$ cat config.mk
export PLATFORM = sky130hd
export DESIGN_NAME = front_panel_power_button_control
export DESIGN_NICKNAME = d
export VERILOG_FILES = /design/src/core/fp_power_pkg.sv /design/src/core/button_if.sv /design/src/core/button_debounce.sv /design/src/core/front_panel_power_button_control.sv
export SDC_FILE = /design/constraint.sdc
export NUM_CORES = 1
export LEC_CHECK = 0
export BUFFER_PORTS_ARGS = -buffer_cell sky130_fd_sc_hd__buf_4
export CAP_MARGIN = 20
export CORE_MARGIN = 4
export CORE_UTILIZATION = 30
export DETAILED_ROUTE_END_ITERATION = 16
export SLEW_MARGIN = 0
export SYNTH_ARGS = -nofsm -noshare
export SYNTH_HDL_FRONTEND = slang
export SYNTH_HIERARCHICAL = 1
export SYNTH_SLANG_ARGS = --single-unit
export TNS_END_PERCENT = 100
$ cat constraint.sdc
create_clock -name core_clk -period 5 [get_ports core_clk]
set_input_delay 0.5 -clock core_clk [delete_from_list [all_inputs] [get_ports core_clk]]
set_output_delay 0.5 -clock core_clk [all_outputs]
set_load 0.02 [all_outputs]
$ cat src/core/fp_power_pkg.sv
/*
  Constants for the front-panel power button control block: clock rate,
  debounce and sequencing times, derived cycle counts, and the state encoding.
  Assumes a single 50 MHz standby clock.
*/
package fp_power_pkg;

  // ----------------------------------------------------------------
  // clock and times
  // ----------------------------------------------------------------
  localparam int unsigned CLK_HZ = 50_000_000;
  localparam int unsigned DEBOUNCE_MS = 16;
  localparam int unsigned POWER_GOOD_MS = 100;
  localparam int unsigned RESET_HOLD_MS = 10;
  localparam int unsigned FAILSAFE_MIN_MS = 4000;
  localparam int unsigned FAILSAFE_MAX_MS = 5000;

  // ----------------------------------------------------------------
  // derived cycle counts
  // ----------------------------------------------------------------
  localparam int unsigned CYC_PER_MS = CLK_HZ / 1000;
  localparam int unsigned DEBOUNCE_CYCLES = DEBOUNCE_MS * CYC_PER_MS;
  localparam int unsigned POWER_GOOD_CYCLES = POWER_GOOD_MS * CYC_PER_MS;
  localparam int unsigned RESET_HOLD_CYCLES = RESET_HOLD_MS * CYC_PER_MS;
  // midpoint of the allowed window keeps margin on both sides
  localparam int unsigned FAILSAFE_CYCLES = ((FAILSAFE_MIN_MS + FAILSAFE_MAX_MS) / 2) * CYC_PER_MS;
  localparam int unsigned CNT_W = 32;

  // ----------------------------------------------------------------
  // power state machine
  // ----------------------------------------------------------------
  typedef enum logic [2:0] {
    PS_OFF      = 3'h0,
    PS_SUPPLY   = 3'h1,
    PS_GOOD     = 3'h3,
    PS_RUNNING  = 3'h2
  } power_state_t;

endpackage

$ cat src/core/button_if.sv
/*
  Carries the debounced power button between the debouncer and the
  sequencer. Assumes both ends share core_clk.
*/
`timescale 1ns/1ps
interface button_if;
  logic pressed;     // debounced level, high while held
  logic pressPulse;  // one cycle on each new press

  modport deb (output pressed, output pressPulse);
  modport ctl (input pressed, input pressPulse);
endinterface

$ cat src/core/button_debounce.sv
/*
  Synchronises and debounces the active-low power button pin and flags
  each new press. Assumes the pin is asynchronous to core_clk.
*/
`timescale 1ns/1ps
module button_debounce
  import fp_power_pkg::*;
#(
  parameter int unsigned DEBOUNCE_CYC = DEBOUNCE_CYCLES
) (
  input wire logic core_clk,         // standby clock
  input wire logic rst,              // synchronous reset
  input wire logic buttonLow,        // raw pin, low when pressed
  button_if.deb btn                  // debounced result
);

  typedef struct packed {
    logic meta;
    logic sync;
    logic stable;
    logic pulse;
    logic [CNT_W-1:0] cnt;
  } deb_t;

  localparam deb_t DEB_RST = '{meta: 1'b1, sync: 1'b1, stable: 1'b1, pulse: 1'b0, cnt: '0};

  deb_t cur_ff;
  deb_t nxt_deb;

  // ----------------------------------------------------------------
  // next state
  // ----------------------------------------------------------------
  always_comb begin
    nxt_deb = cur_ff;
    nxt_deb.meta = buttonLow;
    nxt_deb.sync = cur_ff.meta;
    nxt_deb.pulse = 1'b0;
    // level must differ for the full window before it is accepted
    if (cur_ff.sync == cur_ff.stable) begin
      nxt_deb.cnt = '0;
    end else if (cur_ff.cnt >= CNT_W'(DEBOUNCE_CYC - 1)) begin
      nxt_deb.cnt = '0;
      nxt_deb.stable = cur_ff.sync;
      nxt_deb.pulse = ~cur_ff.sync;
    end else begin
      nxt_deb.cnt = cur_ff.cnt + CNT_W'(1);
    end
  end

  // state register
  always_ff @(posedge core_clk) begin
    if (rst) begin
      cur_ff <= DEB_RST;
    end else begin
      cur_ff <= nxt_deb;
    end
  end

  assign btn.pressed = ~cur_ff.stable;
  assign btn.pressPulse = cur_ff.pulse;

endmodule

$ cat src/core/front_panel_power_button_control.sv
/*
  Front-panel power button handling inside the management controller:
  debounced button and chipset wake start power-up; chipset off state or a
  failsafe timeout drop the supply request.
  Except to start power-up from off, the button never moves the supply: each debounced press is
  forwarded to the chipset, and only the sequencer below changes the
  supply request, power good and platform reset.
  Power-up runs supply, then power good, then reset release, each step
  timed by one shared phase counter.
  Assumes the chipset power state machine and host firmware sit outside,
  and that all chipset and supply inputs are asynchronous to core_clk.
  Chipset off may read true while rails come up, so it is only used once running.
*/
`timescale 1ns/1ps
module front_panel_power_button_control
  import fp_power_pkg::*;
#(
  parameter int unsigned DEBOUNCE_CYC = DEBOUNCE_CYCLES,
  parameter int unsigned POWER_GOOD_CYC = POWER_GOOD_CYCLES,
  parameter int unsigned RESET_HOLD_CYC = RESET_HOLD_CYCLES,
  parameter int unsigned FAILSAFE_CYC = FAILSAFE_CYCLES
) (
  input wire logic core_clk,               // 50 MHz standby clock
  input wire logic rst,                    // synchronous reset, high
  input wire logic front_power_button_low, // button pin, low when pressed
  input wire logic chipsetWake,            // chipset wake event, high
  input wire logic chipsetOffState,        // chipset reports off state
  input wire logic supplyPowerOk,          // supply rails good
  output logic buttonToChipset,            // forwarded press, one cycle
  output logic supplyOnRequest,            // supply on request, high
  output logic platformPowerGood,          // power good to platform
  output logic platformResetLow,           // platform reset, low active
  output logic failsafeOff,                // pulse when failsafe fired
  output power_state_t powerState          // sequencer state
);

  // ----------------------------------------------------------------
  // button debouncer
  // ----------------------------------------------------------------
  button_if btn ();

  // synchronises the pin and flags each accepted press
  button_debounce #(
    .DEBOUNCE_CYC(DEBOUNCE_CYC)
  ) u_debounce (
    .core_clk(core_clk),
    .rst(rst),
    .buttonLow(front_power_button_low),
    .btn(btn)
  );

  // ----------------------------------------------------------------
  // state
  // ----------------------------------------------------------------
  typedef struct packed {
    power_state_t state;
    logic [CNT_W-1:0] cnt;
    logic [CNT_W-1:0] failCnt;
    logic failArmed;
    logic wakeMeta;
    logic wakeSync;
    logic wakePrev;
    logic offMeta;
    logic offSync;
    logic okMeta;
    logic okSync;
    logic fwd;
    logic supplyOn;
    logic powerGood;
    logic resetLow;
    logic failPulse;
  } ctl_t;

  localparam ctl_t CTL_RST = '{
    state: PS_OFF,
    cnt: '0,
    failCnt: '0,
    failArmed: 1'b0,
    wakeMeta: 1'b0,
    wakeSync: 1'b0,
    wakePrev: 1'b0,
    offMeta: 1'b1,      // chipset reads off at rest
    offSync: 1'b1,
    okMeta: 1'b0,
    okSync: 1'b0,
    fwd: 1'b0,
    supplyOn: 1'b0,
    powerGood: 1'b0,
    resetLow: 1'b0,     // platform held in reset
    failPulse: 1'b0
  };

  // registered state and its next value
  ctl_t cur_ff;
  ctl_t nxt_ctl;
  // decoded conditions
  logic wakeEdge;
  logic failDone;

  // wake transition seen on the synchronised level only
  assign wakeEdge = cur_ff.wakeSync & ~cur_ff.wakePrev;
  // failsafe expiry, only while armed
  assign failDone = cur_ff.failArmed && (cur_ff.failCnt >= CNT_W'(FAILSAFE_CYC - 1));

  // ----------------------------------------------------------------
  // sequencer next state
  // ----------------------------------------------------------------
  always_comb begin
    nxt_ctl = cur_ff;
    // two-flop synchronisers for pins from other domains
    nxt_ctl.wakeMeta = chipsetWake;
    nxt_ctl.wakeSync = cur_ff.wakeMeta;
    nxt_ctl.wakePrev = cur_ff.wakeSync;
    nxt_ctl.offMeta = chipsetOffState;
    nxt_ctl.offSync = cur_ff.offMeta;
    nxt_ctl.okMeta = supplyPowerOk;
    nxt_ctl.okSync = cur_ff.okMeta;
    // every press goes to the chipset; in off it also starts power-up
    nxt_ctl.fwd = btn.pressPulse;
    // failsafe flag lasts one cycle
    nxt_ctl.failPulse = 1'b0;
    // phase counter runs freely; entry to supply and to power good reloads it, and it is held at zero in supply while rails are not good
    nxt_ctl.cnt = cur_ff.cnt + CNT_W'(1);
    // failsafe timer runs from the press while on
    if (cur_ff.failArmed) begin
      nxt_ctl.failCnt = cur_ff.failCnt + CNT_W'(1);
    end
    case (cur_ff.state)
      PS_OFF: begin
        // supply request, power good and reset held low; chipset off is not looked at here
        nxt_ctl.supplyOn = 1'b0;
        nxt_ctl.powerGood = 1'b0;
        nxt_ctl.resetLow = 1'b0;
        nxt_ctl.failArmed = 1'b0;
        nxt_ctl.failCnt = '0;
        // either source starts power-up
        if (btn.pressPulse || wakeEdge) begin
          nxt_ctl.state = PS_SUPPLY;
          nxt_ctl.supplyOn = 1'b1;
          nxt_ctl.cnt = '0;
        end
      end
      PS_SUPPLY: begin
        // wait for rails, then settle before power good
        if (!cur_ff.okSync) begin
          nxt_ctl.cnt = '0;
        end else if (cur_ff.cnt >= CNT_W'(POWER_GOOD_CYC - 1)) begin
          nxt_ctl.state = PS_GOOD;
          nxt_ctl.powerGood = 1'b1;
          nxt_ctl.cnt = '0;
        end
      end
      PS_GOOD: begin
        // hold reset after power good, then release;
        // rails lost before release drop straight back to off
        if (!cur_ff.okSync) begin
          nxt_ctl.state = PS_OFF;
          nxt_ctl.supplyOn = 1'b0;
          nxt_ctl.powerGood = 1'b0;
        end else if (cur_ff.cnt >= CNT_W'(RESET_HOLD_CYC - 1)) begin
          nxt_ctl.state = PS_RUNNING;
          nxt_ctl.resetLow = 1'b1;
        end
      end
      PS_RUNNING: begin
        // first press arms the failsafe; later ones do not restart it
        if (btn.pressPulse && !cur_ff.failArmed) begin
          nxt_ctl.failArmed = 1'b1;
          nxt_ctl.failCnt = '0;
        end
        // chipset off wins over an expiring failsafe
        if (cur_ff.offSync || !cur_ff.okSync) begin
          nxt_ctl.state = PS_OFF;
          nxt_ctl.supplyOn = 1'b0;
          nxt_ctl.powerGood = 1'b0;
          nxt_ctl.resetLow = 1'b0;
          nxt_ctl.failArmed = 1'b0;
        end else if (failDone) begin
          // firmware never serviced the press
          nxt_ctl.state = PS_OFF;
          nxt_ctl.supplyOn = 1'b0;
          nxt_ctl.powerGood = 1'b0;
          nxt_ctl.resetLow = 1'b0;
          nxt_ctl.failArmed = 1'b0;
          nxt_ctl.failPulse = 1'b1;
        end
      end
      default: begin
        // unused codes recover to off
        nxt_ctl = CTL_RST;
      end
    endcase
  end

  // ----------------------------------------------------------------
  // state register
  // ----------------------------------------------------------------
  // synchronous reset to the idle, supply-off state
  always_ff @(posedge core_clk) begin
    if (rst) begin
      cur_ff <= CTL_RST;
    end else begin
      cur_ff <= nxt_ctl;
    end
  end

  // ----------------------------------------------------------------
  // outputs
  // ----------------------------------------------------------------
  // every output comes straight from a flop
  assign buttonToChipset = cur_ff.fwd;
  assign supplyOnRequest = cur_ff.supplyOn;
  assign platformPowerGood = cur_ff.powerGood;
  assign platformResetLow = cur_ff.resetLow;
  assign failsafeOff = cur_ff.failPulse;
  assign powerState = cur_ff.state;

endmodule

Yosys cells after proc, flatten, opt, wreduce, memory -nomap -nowiden
Index checks and enable logic that the tools add are counted.
{"block": "op_classes", "n_addsub": 3, "n_lt_le_gt_ge": 4, "eq_ne": 13, "mux": 26, "n_bitwise": 9, "n_reduce_logical": 20}
{"op": "$add 32x1->32 const B", "n": 3}
{"op": "$pmux 32 s3", "n": 1}
{"op": "$mux 35", "n": 2}
{"op": "$pmux 33 s2", "n": 1}
{"op": "$mux 32", "n": 2}
{"op": "$mux 33", "n": 1}
{"op": "$ge 32x19->1 const B", "n": 1}
{"op": "$ge 32x20->1 const B", "n": 1}
{"op": "$ge 32x23->1 const B", "n": 1}
{"op": "$ge 32x28->1 const B", "n": 1}
{"op": "$mux 3", "n": 6}
{"op": "$ne 2x2->1 const B", "n": 6}
{"op": "$pmux 3 s4", "n": 1}
{"op": "$reduce_or 3->1", "n": 3}
{"op": "$not 1->1", "n": 8}
{"op": "$reduce_and 4->1", "n": 2}
{"op": "$mux 1", "n": 7}
{"op": "$eq 3x2->1 const B", "n": 2}
{"op": "$ne 3x3->1 const B", "n": 2}
{"op": "$pmux 1 s3", "n": 2}
{"op": "$reduce_or 2->1", "n": 3}
{"op": "$reduce_and 5->1", "n": 1}
{"op": "$mux 4", "n": 1}
{"op": "$ne 4x4->1 const B", "n": 1}
{"op": "12 further kinds", "n": 16}
{"block": "word_totals", "reg_bits": 116, "inputBits": 6}

Depth between registers and ports, before layout
{"block": "depth", "word_depth": 6, "mapped_depth": 8}

Hierarchy
Netlist, hierarchy kept.
{"mod": "front_panel_power_button_control", "n_inst": 1, "cells_per_inst": 440, "area_each_um2": 3797.4}
{"mod": "button_debounce", "n_inst": 1, "cells_per_inst": 141, "area_each_um2": 1366.3}

Least setup slack after synthesis
No wires, ideal clock.
{"block": "synth_timing", "path_type": "register to register", "start": "reg cur_ff[56] (netlist name)", "end": "reg cur_ff, in the netlist powerState[0]", "setup_ns": 0.072, "arrival_time_ns": 1.812, "slack_ns": 3.116, "stages_incl_launch_ff": 8, "path_buffers": 1, "path_cell_list": "dfxtp_1 buf_6 a211o_1 a21o_1 a221o_1 o31a_1 o2111ai_2 mux2i_1"}
{"element": "end signal, assigned", "line_no": "front_panel_power_button_control.sv:203", "text": "cur_ff <= nxt_ctl;"}
{"element": "end, declared", "line_no": "front_panel_power_button_control.sv:94", "text": "ctl_t cur_ff;"}

==> results.yml <==
outcome:
  status: "completed"
die:
  die_area_um2: 19400
  rows: 47
  ios: 14
  fp.dieH_um: 139
  dieWidth_um: 139
  core_um2: 16700
  start_util_pct: 30.9
timing:
  finalHoldViolCount: 0
  slew_headroom_pct: 39.5
  setup-tns-final_ns: 0
  slew_violations: 0
  rsz0062_at_grt: "no"
  fmax_ghz: 0.416
  holdWs_ns: 0.273
  setup_slack_ns: 2.60
  period_share_pct: 48.1
  skew_ns: 0.00970
  tightest_slew_ns: 0.900
  period_minus_slack_ns: 2.40
  setup_viol: 0
final_layout:
  mostFrequentLayoutCell: "dfxtp_1"
  seq_area_um2: 2300
  finalNetCount: 622
  fillers: 1727
  finalNonFillerCells: 839
  synthToLayoutAreaGrowth_pct: 17.7
  drive_gt1_share_pct: 9.85
  multi_input_area_um2: 2680
  n_antenna_cell: 0
  layout_common_cells: "dfxtp_1, nor2_1, xnor2_1"
global_route:
  grt_start_max_net_pins: 23
  grt_pass1_wl_um: 16700
  grt_pass1_vias: 3570
  grt_overflow: 0
  antenna_found_initial: 0
  track_usage_pct: 10.3
synthesis:
  netlist.top_cell.by_area: "dfxtp_1"
  synth_top_area_share_pct: 44.6
  syn_area_um2: 5160
  synth-seq-area-share_pct: 44.6
  ys_types: 59
  syn_inst: 581
  synth_flop_cell: "dfxtp_1"
  yosys_warnings: 6
  synth-async-reset-ratio_pct: 0
  synth_edf_count: 0
  ys_ff_latch: 115
  syn_area_per_cell_um2: 8.89
  synth_area_leaders: "dfxtp_1, nor2_1, xnor2_1"
route:
  vias: 3854
  first_pass_iters: 4
  viasPerCell: 4.59
  drt_iter0_markers: 204
  drtAntennaViolNets: 0
  wl_per_cell_um: 11.3
  wl_um: 9490
  drc: 0
worst_setup_path:
  crit_path_max_fanout: 18
  crit_arrival_ns: 2.69
  end_kind: "flop"
  start_kind: "flop"
  cp.required_ns: 5.29
  rrSetupSlack_ns: 2.60
  criticalPathCategory: "flop to flop"
worst_hold_path:
  min-delay-path-class: "input pin to flop"
clock_network:
  clockBufferDepth: 2
  root_buffer: "clkbuf_16"
  holdBufCountCts: 0
  numCtsBuffers: 17
  cts_tree: "done"
  cts-htree-levels: 4
  clock-sinks: 115
  clk_pin_slew_worst_paths_ns: 0.05
  insertion_delay_ns: 0.41
  post-cts-setup-buffers: 0
  cts_resized: 0
placed_design:
  dp.cells: 808
  place_ws_ns: 2.60
  dpl.hpwl_um: 6460
  routabilityCongestion: 0.762
  place.port_buffers: 12
power_and_ir_drop:
  p_leak_nw: 2.08
  p_per_area_nw_per_um2: 374
  ir_worst_vdd_uv: 261
flow_run:
  drv_cap: 0
Yosys cell counts, types with 12 or more instances:
master   number
dfxtp_1     115
nor2_1      113
xnor2_1      45
nand2_1      37
xor2_1       28
nand3_1      24
nand4_1      22
inv_1        20
nor4_1       18
nor3_1       13
a21oi_1      12
final timing paths:
kind,from,to,depth (start not counted)
setup / recovery,cur_ff[63],cur_ff[57],7
hold / removal,front_power_button_low,u_debounce/cur_ff[35],2
setup reg to reg,cur_ff[63],cur_ff[57],7
hold reg to reg,u_debounce/cur_ff[35],u_debounce/cur_ff[34],1
layer usage:
layer	share of wire (%)	GRT usage, %	vias up
li1	-	-	2048
met1	50	13.7	1744
met2	44	15.8	49
met3	3.7	2.76	13
met4	1.7	4.74	0
met5	0	0	-
critical path, cell delays in order (launching register included):
cell and delay (ns):
dfxtp_1 0.36, nand2_1 0.16, nor4bb_1 0.46, nor4b_4 0.33, nor3_2 0.07, o21ai_2 0.47
buf_4 0.34, nor2_1 0.08
flip-flops by register name (all words and copies together) (netlist names):
name	cells
cur_ff	72
u_debounce/cur_ff	35
powerState	2
buttonToChipset	1
failsafeOff	1
platformPowerGood	1
platformResetLow	1
supplyOnRequest	1
u_debounce/btn.pressPulse	1
metrics by stage:
| step | area [µm²] | util [%] | power [mW] |
|---|---|---|---|
| finish | 6080 | 36.4 | 2.27 |
| floorplan | 5200 | - | 0.988 |
| global placement | 5440 | 32.6 | 0.997 |
| detailed placement | 5440 | 32.6 | 0.997 |
| global route | 6080 | 36.4 | 2.35 |
| CTS | 6080 | 36.4 | 2.30 |
layout make-up:
type,count,share of cell area [%]
multi-input cells,438,44.1
well taps,220,4.53
clock inverters,10,2.99
repair buffers,15,1.85
flip-flops and latches,115,37.9
clock buffers,21,7.41
inverters,20,1.24
logic make-up (layout without fill, tap and decap cells):
family / Yosys count / in the layout / share of synthesized area (%)
AO/OA/AOI/OAI: 54 / 54 / 7.44
XOR/XNOR: 73 / 73 / 12.4
buffers and inverters: 39 / 66 / 4.48
multiplexers: 3 / 3 / 0.582
flip-flops: 115 / 115 / 44.6
AND/OR/NAND/NOR: 286 / 286 / 28.2
adder cells (fa/ha/maj): 9 / 9 / 2.18
other: 2 / 13 / 0.145
power by group:
part	switching [mW]	internal, mW
combinational	0.0240	0.0156
clock	0.402	0.891
sequential	0.00692	0.931
Note: power is estimated with default switching activity, not from simulation.
